$ cat config.mk
export PLATFORM = sky130hd
export DESIGN_NAME = memory_type_range_lookup
export DESIGN_NICKNAME = d
export VERILOG_FILES = /design/src/rtl/range_type_pkg.sv /design/src/rtl/memory_type_range_lookup.sv
export SDC_FILE = /design/constraint.sdc
export NUM_CORES = 2
export LEC_CHECK = 0
export CORE_ASPECT_RATIO = 1.1
export CORE_MARGIN = 2
export CORE_UTILIZATION = 55
export DETAILED_ROUTE_END_ITERATION = 10
export DONT_BUFFER_PORTS = 1
export PLACE_DENSITY_LB_ADDON = 0.1
export SLEW_MARGIN = 20
export SYNTH_ARGS = -nofsm -noshare
export SYNTH_HDL_FRONTEND = slang
export SYNTH_SLANG_ARGS = --single-unit
$ cat constraint.sdc
create_clock -name clk_in -period 4.2 [get_ports clk_in]
set_input_delay 0.21 -clock clk_in [delete_from_list [all_inputs] [get_ports clk_in]]
set_output_delay 0.21 -clock clk_in [all_outputs]
set_load 0.05 [all_outputs]
$ cat src/rtl/range_type_pkg.sv
// constants and carriers for the memory type range lookup
// assumes one core clock; the register port is driven by the instruction unit
package range_type_pkg;

   // memory type encodings
   localparam logic [7:0] MT_UNCACHEABLE = 8'h00;
   localparam logic [7:0] MT_WRITE_COMBINING = 8'h01;
   localparam logic [7:0] MT_WRITE_THROUGH = 8'h04;
   localparam logic [7:0] MT_WRITE_PROTECTED = 8'h05;
   localparam logic [7:0] MT_WRITEBACK = 8'h06;

   // register indices on the model register port
   localparam logic [7:0] IDX_CAPABILITIES = 8'h00;
   localparam logic [7:0] IDX_DEFAULT_TYPE = 8'h01;
   localparam logic [7:0] IDX_FIXED_FIRST = 8'h02;
   localparam logic [7:0] IDX_FIXED_LAST = 8'h0c;
   localparam logic [7:0] IDX_VAR_FIRST = 8'h10;

   // field positions
   localparam int CAP_FIXED_BIT = 8;
   localparam int CAP_WC_BIT = 10;
   localparam int CAP_SMR_BIT = 11;
   localparam int DEF_FIXED_EN_BIT = 10;
   localparam int DEF_MASTER_EN_BIT = 11;
   localparam int MASK_VALID_BIT = 11;
   localparam int PAGE_SHIFT = 12;
   localparam int FIXED_REGS = 11;

   // writable bits of the default-type register
   localparam logic [63:0] DEF_WRITABLE = 64'h0000_0000_0000_0cff;
   localparam logic [63:0] DEF_RESET = 64'h0000_0000_0000_0000;
   localparam logic [63:0] FIX_RESET = 64'h0000_0000_0000_0000;

   // fixed-range address boundaries
   localparam logic [19:0] FIX16K_START = 20'h80000;
   localparam logic [19:0] FIX4K_START = 20'hc0000;

   typedef struct packed {
      logic valid;
      logic write;
      logic [7:0] index;
      logic [63:0] wdata;
   } reg_req_t;

   typedef struct packed {
      logic ack;
      logic fault;
      logic [63:0] rdata;
      logic tlb_flush_all;
   } reg_rsp_t;

endpackage

$ cat src/rtl/memory_type_range_lookup.sv
// memory type range unit: capability, default type, fixed and variable ranges
// assumes requests come one per cycle from core logic on clk_in
// Notes on behaviour
// - types encode uncacheable 00, combining 01, through 04, protected 05, writeback 06.
// - encodings 02, 03 and 07 upward fault when software writes them.
// - reset leaves all ranges off so every address is uncacheable.
// - up to 96 ranges: 88 fixed sub-ranges plus eight variable pairs.
// - capability register is read-only; writing it faults.
// - capability bits 7:0 give the variable range count.
// - capability bit 8 says fixed ranges exist.
// - capability bit 10 says write combining is supported.
// - capability bit 11 says system management range interface exists.
// - capability bit 9 and bits 63:12 read zero.
// - default type in bits 7:0; only 0,1,4,5,6 accepted, else fault.
// - bit 10 enables fixed ranges, which beat overlapping variable ranges.
// - with fixed ranges off, variable ranges may type the low megabyte.
// - bit 11 is master enable; clear means everything uncacheable.
// - with master enable clear the fixed enable is ignored.
// - enabled and unmatched addresses take the default type.
// - default register bits 8, 9, 63:12 reserved; nonzero write faults.
// - eleven 64-bit fixed registers, eight byte type fields each.
// - first fixed register types 0 to 7ffff in 64k pieces.
// - two registers type 80000 to bffff in 16k pieces.
// - eight registers type c0000 to fffff in 4k pieces.
// - a good write to any range register flushes all translations, global too.
// - each variable range is a base (address, type) and mask (address, valid) pair.
`timescale 1ns/1ps
module memory_type_range_lookup #(
   parameter int VAR_COUNT = 8,
   parameter int PHYS_BITS = 36,
   parameter bit HAS_FIXED = 1'b1,
   parameter bit HAS_WC = 1'b1,
   parameter bit HAS_SMR = 1'b0
) (
   // clock and reset
   input wire logic clk_in,
   input wire logic rst_b_in,
   // model register port
   input wire range_type_pkg::reg_req_t req_in,
   output range_type_pkg::reg_rsp_t rsp_out,
   // type lookup
   input wire logic [PHYS_BITS-1:0] lookup_addr_in,
   output logic [7:0] lookup_type_out
);

   // 88 fixed sub-ranges leave room for at most eight variable pairs
   if (VAR_COUNT < 1 || VAR_COUNT > 8) begin : g_bad_count
      $error("variable range count must be 1 to 8");
   end
   if (PHYS_BITS < 32 || PHYS_BITS > 52) begin : g_bad_width
      $error("physical address width must be 32 to 52");
   end

   typedef struct packed {
      logic [63:0] def;
      logic [range_type_pkg::FIXED_REGS-1:0][63:0] fix;
      logic [VAR_COUNT-1:0][63:0] vbase;
      logic [VAR_COUNT-1:0][63:0] vmask;
      range_type_pkg::reg_rsp_t rsp;
   } state_t;

   state_t s_q;
   state_t s_d;

   // legal type encodings; combining only where supported
   function automatic logic type_ok(input logic [7:0] t);
      logic ok;
      ok = 1'b0;
      case (t)
         range_type_pkg::MT_UNCACHEABLE: ok = 1'b1;
         range_type_pkg::MT_WRITE_COMBINING: ok = HAS_WC;
         range_type_pkg::MT_WRITE_THROUGH: ok = 1'b1;
         range_type_pkg::MT_WRITE_PROTECTED: ok = 1'b1;
         range_type_pkg::MT_WRITEBACK: ok = 1'b1;
         default: ok = 1'b0;
      endcase
      return ok;
   endfunction

   // all eight byte fields of a fixed register legal
   function automatic logic fields_ok(input logic [63:0] v);
      logic ok;
      ok = 1'b1;
      for (int i = 0; i < 8; i++) begin
         ok = ok & type_ok(v[8*i +: 8]);
      end
      return ok;
   endfunction

   // mask of address bits above the page offset that exist
   function automatic logic [63:0] addr_bits();
      logic [63:0] m;
      m = '0;
      for (int i = range_type_pkg::PAGE_SHIFT; i < PHYS_BITS; i++) begin
         m[i] = 1'b1;
      end
      return m;
   endfunction

   logic [63:0] cap_value;
   always_comb begin
      cap_value = '0;
      cap_value[7:0] = 8'(VAR_COUNT);
      cap_value[range_type_pkg::CAP_FIXED_BIT] = HAS_FIXED;
      cap_value[range_type_pkg::CAP_WC_BIT] = HAS_WC;
      cap_value[range_type_pkg::CAP_SMR_BIT] = HAS_SMR;
   end

   // register access
   logic [7:0] vofs;
   logic [6:0] vsel;
   logic is_var;
   logic is_fix;
   logic [3:0] fsel;
   always_comb begin
      s_d = s_q;
      s_d.rsp = '0;
      vofs = req_in.index - range_type_pkg::IDX_VAR_FIRST;
      vsel = vofs[7:1];
      is_var = (req_in.index >= range_type_pkg::IDX_VAR_FIRST) &&
         (32'(vsel) < VAR_COUNT);
      is_fix = HAS_FIXED && (req_in.index >= range_type_pkg::IDX_FIXED_FIRST) &&
         (req_in.index <= range_type_pkg::IDX_FIXED_LAST);
      fsel = 4'(req_in.index - range_type_pkg::IDX_FIXED_FIRST);
      if (req_in.valid) begin
         s_d.rsp.ack = 1'b1;
         if (!req_in.write) begin
            if (req_in.index == range_type_pkg::IDX_CAPABILITIES) begin
               s_d.rsp.rdata = cap_value;
            end else if (req_in.index == range_type_pkg::IDX_DEFAULT_TYPE) begin
               s_d.rsp.rdata = s_q.def;
            end else if (is_fix) begin
               s_d.rsp.rdata = s_q.fix[fsel];
            end else if (is_var) begin
               s_d.rsp.rdata = vofs[0] ? s_q.vmask[vsel[2:0]] : s_q.vbase[vsel[2:0]];
            end else begin
               s_d.rsp.fault = 1'b1;
            end
         end else if (req_in.index == range_type_pkg::IDX_CAPABILITIES) begin
            s_d.rsp.fault = 1'b1;
         end else if (req_in.index == range_type_pkg::IDX_DEFAULT_TYPE) begin
            // reserved bits and bad type refuse the whole write
            if (|(req_in.wdata & ~range_type_pkg::DEF_WRITABLE) ||
                  !type_ok(req_in.wdata[7:0])) begin
               s_d.rsp.fault = 1'b1;
            end else begin
               s_d.def = req_in.wdata;
               s_d.rsp.tlb_flush_all = 1'b1;
            end
         end else if (is_fix) begin
            if (!fields_ok(req_in.wdata)) begin
               s_d.rsp.fault = 1'b1;
            end else begin
               s_d.fix[fsel] = req_in.wdata;
               s_d.rsp.tlb_flush_all = 1'b1;
            end
         end else if (is_var) begin
            if (vofs[0]) begin
               if (|(req_in.wdata & ~(addr_bits() | 64'h0000_0000_0000_0800))) begin
                  s_d.rsp.fault = 1'b1;
               end else begin
                  s_d.vmask[vsel[2:0]] = req_in.wdata;
                  s_d.rsp.tlb_flush_all = 1'b1;
               end
            end else if (!type_ok(req_in.wdata[7:0]) ||
                  |(req_in.wdata & ~(addr_bits() | 64'h0000_0000_0000_00ff))) begin
               s_d.rsp.fault = 1'b1;
            end else begin
               s_d.vbase[vsel[2:0]] = req_in.wdata;
               s_d.rsp.tlb_flush_all = 1'b1;
            end
         end else begin
            s_d.rsp.fault = 1'b1;
         end
      end
   end

   always_ff @(posedge clk_in or negedge rst_b_in) begin
      if (!rst_b_in) begin
         s_q.def <= range_type_pkg::DEF_RESET;
         for (int i = 0; i < range_type_pkg::FIXED_REGS; i++) begin
            s_q.fix[i] <= range_type_pkg::FIX_RESET;
         end
         s_q.vbase <= '0;
         s_q.vmask <= '0;
         s_q.rsp <= '0;
      end else begin
         s_q <= s_d;
      end
   end

   assign rsp_out = s_q.rsp;

   // type lookup, purely combinational so the requester sees it same cycle
   logic [63:0] a64;
   logic low_mb;
   logic [3:0] freg;
   logic [2:0] ffld;
   logic var_hit;
   logic var_uc;
   logic [7:0] var_type;
   logic [63:0] am;
   always_comb begin
      a64 = 64'(lookup_addr_in);
      low_mb = (a64[63:20] == '0);
      if (a64[19:0] < range_type_pkg::FIX16K_START) begin
         freg = 4'h0;
         ffld = a64[18:16];
      end else if (a64[19:0] < range_type_pkg::FIX4K_START) begin
         freg = {3'b000, a64[17]} + 4'h1;
         ffld = a64[16:14];
      end else begin
         freg = {1'b0, a64[17:15]} + 4'h3;
         ffld = a64[14:12];
      end
      var_hit = 1'b0;
      var_uc = 1'b0;
      var_type = range_type_pkg::MT_UNCACHEABLE;
      am = addr_bits();
      // first matching pair wins, but any uncacheable match overrides
      for (int i = VAR_COUNT - 1; i >= 0; i--) begin
         if (s_q.vmask[i][range_type_pkg::MASK_VALID_BIT] &&
               ((a64 & s_q.vmask[i] & am) == (s_q.vbase[i] & s_q.vmask[i] & am))) begin
            var_hit = 1'b1;
            var_type = s_q.vbase[i][7:0];
            var_uc = var_uc | (s_q.vbase[i][7:0] == range_type_pkg::MT_UNCACHEABLE);
         end
      end
      if (!s_q.def[range_type_pkg::DEF_MASTER_EN_BIT]) begin
         lookup_type_out = range_type_pkg::MT_UNCACHEABLE;
      end else if (HAS_FIXED && s_q.def[range_type_pkg::DEF_FIXED_EN_BIT] && low_mb) begin
         lookup_type_out = s_q.fix[freg][8*ffld +: 8];
      end else if (var_hit) begin
         lookup_type_out = var_uc ? range_type_pkg::MT_UNCACHEABLE : var_type;
      end else begin
         lookup_type_out = s_q.def[7:0];
      end
   end

endmodule

---- Yosys cells after proc, flatten, opt, wreduce, memory -nomap -nowiden ----
Index checks and enable logic that the tools add are counted.
operators by class
  muxes and demuxes ....................... 137
  equal/unequal tests ..................... 41
  reduce and logical (&&, ||, !) cells .... 50
  magnitude comparators ................... 11
  shifts and indexed selects .............. 1
  add/subtract/negate cells ............... 4
  bitwise logic cells ..................... 37
operator list
  cell                                                             number
  512-bit bitwise mux                                              2
  64-bit two-way mux                                               12
  704-bit bitwise mux                                              1
  36-bit bitwise AND                                               16
  64-bit binary-select mux with 4-bit select                       2
  64-bit binary-select mux with 3-bit select                       2
  64-bit demux with 4-bit select                                   1
  64-bit demux with 3-bit select                                   1
  24-bit == test                                                   8
  8-bit by 3-bit == test with 1-bit output, second input constant  24
  8-bit zero test                                                  17
  1-bit two-way mux                                                99
  8-bit two-way mux                                                12
  8-bit by 1-bit == test with 1-bit output, second input constant  9
  67-bit two-way mux                                               1
  64-bit by 7-bit indexed part select with 8-bit output            1
  54-bit OR reduction                                              1
  20-bit less-than comparator, second input constant               2
  5-bit OR reduction                                               8
  39-bit OR reduction                                              1
  32-bit OR reduction                                              1
  16-bit zero test                                                 1
  8-bit AND reduction                                              2
  1-bit logical AND                                                13
  other kinds (21)                                                 44
word-level totals
  output and inout port bits .............. 75
  logic and storage cells ................. 313
  bits in registers ....................... 1859
  input bits .............................. 112

---- Logic depth before layout (Yosys ltp) ----
  word-level depth ........................ 22
  mapped depth ............................ 16
  mapped depth without buffers ............ 11

---- Worst setup path before layout ----
OpenSTA, ideal clock, no wires.
  path type ............................... input port to output port
  start ................................... input lookup_addr_in[15]
  end ..................................... output lookup_type_out[5]
  required time ........................... 3990 ps
  path buffers ............................ 4
  cell stages on the path ................. 13
  path slack .............................. 339 ps
  arrival time ............................ 3651 ps
  cells stage by stage .................... buf_2 > inv_1 > ha_1 > xnor2_1 > and2_1 > clkbuf_1 > clkbuf_1 > buf_1 > nand2_1 > a311oi_1 > nor4_1 > o31ai_1 > a21boi_0
on the way
  word-level cells in the longest chain between the ends .. 22
  elaborated cells between the ends (all ways) .. 69
  those cells by class .................... add/sub (1); order compare (2); eq/ne (8); shift (1); mux (34); bitwise (15); reduce/logical (8)
RTL lines
  what                 line                             text
  start: declaration   memory_type_range_lookup.sv:42   input wire logic [PHYS_BITS-1:0] lookup_addr_in,
  36-bit bitwise AND   memory_type_range_lookup.sv:223  ((a64 & s_q.vmask[i] & am) == (s_q.vbase[i] & s_q.vmask[i] & am))) begin
  24-bit == test       memory_type_range_lookup.sv:223
  1-bit logical AND    memory_type_range_lookup.sv:222  if (s_q.vmask[i][range_type_pkg::MASK_VALID_BIT] &&
  1-bit two-way mux    memory_type_range_lookup.sv:222
  1-bit OR             memory_type_range_lookup.sv:226  var_uc = var_uc | (s_q.vbase[i][7:0] == range_type_pkg::MT_UNCACHEABLE);
  1-bit two-way mux    memory_type_range_lookup.sv:222
  1-bit OR             memory_type_range_lookup.sv:226
  1-bit two-way mux    memory_type_range_lookup.sv:222
  (+6 left out)        --
  1-bit OR             memory_type_range_lookup.sv:226
  1-bit two-way mux    memory_type_range_lookup.sv:222
  1-bit OR             memory_type_range_lookup.sv:226
  1-bit two-way mux    memory_type_range_lookup.sv:222
  8-bit two-way mux    memory_type_range_lookup.sv:234  lookup_type_out = var_uc ? range_type_pkg::MT_UNCACHEABLE : var_type;
  8-bit two-way mux    memory_type_range_lookup.sv:233  end else if (var_hit) begin
  8-bit two-way mux *  memory_type_range_lookup.sv:231  end else if (HAS_FIXED && s_q.def[range_type_pkg::DEF_FIXED_EN_BIT] && low_mb) begin
  8-bit two-way mux *  memory_type_range_lookup.sv:229  if (!s_q.def[range_type_pkg::DEF_MASTER_EN_BIT]) begin
  end: declaration     memory_type_range_lookup.sv:43   output logic [7:0] lookup_type_out
Mark *: on every way between the ends. The rest lies on a longest branch, timed or not. The select of a mux whose other input is x is not followed.

---- Worst setup path in the final report ----
  start ................................... register s_q[919] in the netlist's numbering
  end ..................................... output lookup_type_out[6]
on the way
  word-level cells in the longest chain between the ends .. 18
  elaborated cells between the ends (all ways) .. 30
  those cells by class .................... eq/ne (1); mux (22); bitwise (6); reduce/logical (1)
RTL lines
  what                  line                             text
  start: declaration    memory_type_range_lookup.sv:62   state_t s_q;
  36-bit bitwise AND *  memory_type_range_lookup.sv:223
  24-bit == test *      memory_type_range_lookup.sv:223
  1-bit logical AND *   memory_type_range_lookup.sv:222
  1-bit two-way mux     memory_type_range_lookup.sv:222
  1-bit OR              memory_type_range_lookup.sv:226
  1-bit two-way mux     memory_type_range_lookup.sv:222
  1-bit OR              memory_type_range_lookup.sv:226
  1-bit two-way mux     memory_type_range_lookup.sv:222
  (+2 left out)         --
  1-bit OR              memory_type_range_lookup.sv:226
  1-bit two-way mux     memory_type_range_lookup.sv:222
  1-bit OR              memory_type_range_lookup.sv:226
  1-bit two-way mux     memory_type_range_lookup.sv:222
  8-bit two-way mux     memory_type_range_lookup.sv:234
  8-bit two-way mux *   memory_type_range_lookup.sv:233
  8-bit two-way mux *   memory_type_range_lookup.sv:231
  8-bit two-way mux *   memory_type_range_lookup.sv:229
Mark *: on every way between the ends. The rest lies on a longest branch, timed or not.

==> impl_results.md <==
- Total of max-cap violations: 0
- PwrDens: 393 nW/um2
- Chip width: 383 um
- Grt peak-use layer: met2
- Seq pwr share: 0.467
- Kind of critical path: reg2out
- Setup tns final: -293 ps
- Worst Setup Slack, final: -94.5 ps
- Sw Share: 0.249
- Post-route ant nets: 0
- Tcrit/Tclk final: 1.02
- Final hold violations: 0
- Required @ worst endpoint: 3990 ps
- Inserted Clock Buffers: 189
- Max-slew violations: 132
- Clock power share: 0.460
- Post-Synthesis Cell Area: 86,700 um2
- Peak supply drop: 0.342 mV
- Post-synthesis net count: 7,755
- Syn-to-layout area delta: 12.8%
- Top cells by area, synth: dfrtp_1, mux2_2, and2_1, mux4_2, nand2_1
- CTS clk-pin slew, worst paths: 60 ps
- Synth top area share: 0.536
- Failing checks: max-slew violations, negative setup slack
- Final WL: 321 mm
- DP Cell Count: 9,309
- Yosys Warn Count: 0
- CTS max path bufs: 3
- Largest net degree at the start of global routing: 331
- DR iter-0 viols: 8,222
- Leak Pwr: 46.8 nW
- Slew headroom: -0.134
- Number of global-route vias before repair: 64,200
- M1 GR Usage: 0.529
- Switching power total: 0.00958 W
- Post-Syn Area per Cell: 11.4 um2
- Worst Path Max Fanout: 6
- Root buf cell: clkbuf_16
- Die Y-Extent: 421 um
- Setup Skew: 28.3 ps
- Final core utilization: 0.626
- Synth unique cells: 75
- Seq/Total Area, Yosys: 0.536
- Total clock sinks: 1,859
- CTS tree: built
- DRC: 0
- Grt ovf: 0
- Met3 Use GR: 0.113
- Worst Setup End Kind: output port
- Num rows: 152
- Fin crit period: 4290 ps
- Core footprint: 156,000 um2
- Area leader, netlist: dfrtp_1
- Drt wl/cell: 32.9 um
- Total power: 0.0384 W
- Crit start category: register
- IO Port Bufs: 0
- #FFs+latches synth: 1,859
- # IOs: 187
- First-pass GRT wire length: 464 mm
- DPL Wire Length: 192 mm
- Initial antenna violation count: 23
- Status: complete, but fails checks
- Initial Utilization: 0.555
- Max Clock Freq: 233 MHz
- H-Tree Depth: 4
- Top_reg_cell synth: dfrtp_1
- Async SR Flop Fraction: 1.00
- Synth Instances: 7,641
- Combinational Power Share: 0.073
- R2R Setup Slk: 1610 ps
- Vias per inst: 6.69
- Met2 usage: 0.590
- Final Setup Violations: 5
- Worst skew pair latency: 870 ps
- Design area: 97,800 um2
- Share of layout cells above drive strength 1: 0.217
- Tightest Pin Transition: 1700 ps
- Die area: 161,000 um2
- Gr usage total: 0.399
- P_int: 0.0288 W
- RSZ-0062 raised after global routing: true
- Hold crit path type: in2reg
- Post-DP Area: 89,900 um2
- GP Congestion: 0.992
- Fin cells: 9,760
- Via count: 65,300
- Arr. time, crit path: 4080 ps
- Router iterations before antenna repair: 6
- EDFF count, synth: 0
- Final nets: 7,617
-- synthesized netlist by cell type (10+ instances only) --
library cell  count
and3_1           31
buf_2            55
and2_1         1073
nor4_1           92
nand3_1         158
o221ai_1         19
clkbuf_1        503
mux2i_1         180
a32oi_1          32
o22ai_1         318
nor2_1          297
dfrtp_1        1859
nor2b_1          52
o31ai_1          11
o21ai_0         169
xor2_1          193
nand2b_1         20
mux4_2          182
a311oi_1         21
buf_1            65
a211o_1          15
a22oi_1         146
a221oi_1         34
nor3_1           53
a31oi_1          46
o2111ai_1        10
nand4_1          53
a21oi_1         272
nand2_1         654
o211ai_1         71
buf_4            72
inv_1            19
mux2_2          725
a211oi_1         42
-- repair_timing --
item                       in CTS  in global routing
resized for setup              40                 34
hold buffers                   61                  0
pin swaps                      23                 36
buffers inserted               10                  6
gates cloned                    0                  2
hold endpoints to repair     1200                  0
setup endpoints to repair       8                282
-- metal layers --
layer | up-vias | part of all wire | routed length (um)
met5 | - | 0.00030 | 97
met3 | 954 | 0.11 | 35600
met1 | 33800 | 0.38 | 123000
li1 | 26700 | - | -
met2 | 3787 | 0.44 | 140000
met4 | 14 | 0.068 | 21900
-- path summary, 6_finish.rpt --
kind                            startpoint            endpoint  cells past startpoint
worst max-delay path              s_q[919]  lookup_type_out[6]                     13
worst min-delay path            req_in[25]           s_q[1180]                      2
worst max register to register   s_q[1191]         rsp_out[37]                      7
worst min register to register    s_q[236]            s_q[236]                      1
max in group asynchronous         rst_b_in           s_q[1839]                     10
min in group asynchronous         rst_b_in            s_q[613]                      5
-- layout by cell type (no fill, tap or decap), drive strengths merged, types with 20 or more instances in the layout --
| cell | Yosys | layout |
|---|---|---|
| inv | 20 | 26 |
| nor2 | 297 | 297 |
| a21oi | 273 | 273 |
| dfrtp | 1859 | 1859 |
| nor2b | 52 | 52 |
| xor2 | 193 | 193 |
| a211oi | 42 | 42 |
| buf | 196 | 319 |
| diode | 0 | 21 |
| a31oi | 46 | 46 |
| mux2 | 725 | 725 |
| nand4 | 58 | 58 |
| o21ai | 169 | 169 |
| o211ai | 71 | 71 |
| nand2 | 654 | 654 |
| clkbuf | 503 | 288 |
| nor4 | 94 | 94 |
| a22oi | 146 | 146 |
| a221oi | 34 | 34 |
| a32oi | 32 | 32 |
| and3 | 31 | 31 |
| nand2b | 20 | 20 |
| mux2i | 180 | 180 |
| mux4 | 182 | 182 |
| nor3 | 55 | 55 |
| a311oi | 21 | 21 |
| nand3 | 160 | 160 |
| clkinv | 1 | 36 |
| and2 | 1074 | 1074 |
| o22ai | 318 | 318 |
| dlygate4sd3 | 0 | 49 |
-- power groups by stage --
| stage | Sequential (W) | Combinational [W] | Clock (W) |
|---|---|---|---|
| 4_1_cts | 0.0179 | 0.00273 | 0.0178 |
| 3_3_place_gp | 0.0183 | 0.00251 | 0 |
| 3_5_place_dp | 0.0183 | 0.00251 | 0 |
| 6_report | 0.0179 | 0.00282 | 0.0177 |
| 2_1_floorplan | 0.0182 | 0.00138 | 0 |
| 5_1_grt | 0.0179 | 0.00293 | 0.0185 |
-- through the flow --
stage | hold WS [ps] | setup slack, ps
after global routing | 24.9 | -136
after global placement | -75.9 | 285
after detailed placement | -76.8 | 239
final | 5.18 | -94.5
after CTS | 1.52 | -18.8
after floorplan | -85.6 | 339
-- cells by family (layout without fill, tap and decap cells) --
group	after synthesis	after routing	synth area share
simple gates	2523	2523	0.153
flops	1859	1859	0.536
compound gates	1256	1256	0.0935
mux	1087	1087	0.162
buf+inv	720	739	0.0354
xor+xnor	194	194	0.0196
fa+ha+maj	2	2	0.000288
other cells	0	21	0
-- layout make-up --
cell class	count	area (um2)
Fill cell	12400	58500
Multi-Input combinational cell	5062	38000
Tap cell	2079	2600
Clock inverter	62	840
Inverter	21	83.8
Sequential cell	1859	46500
Timing Repair Buffer	370	4100
Antenna cell	21	52.6
Clock buffer	286	5670
-- state kept, by name, indices dropped and copies added (netlist names) --
register,flops
rsp_out,67
s_q,1792
-- critical path: stages, from the launching register on --
cell	delay [ps]
dfrtp_1	410
xor2_1	170
a22oi_1	300
nand4_1	250
nor4_2	310
buf_4	210
clkinv_2	140
buf_4	180
nor2_1	110
a311oi_2	70
o211ai_1	510
a22oi_1	200
buf_4	190
buf_8	150
No activity file was read; power rests on OpenSTA's default activity.
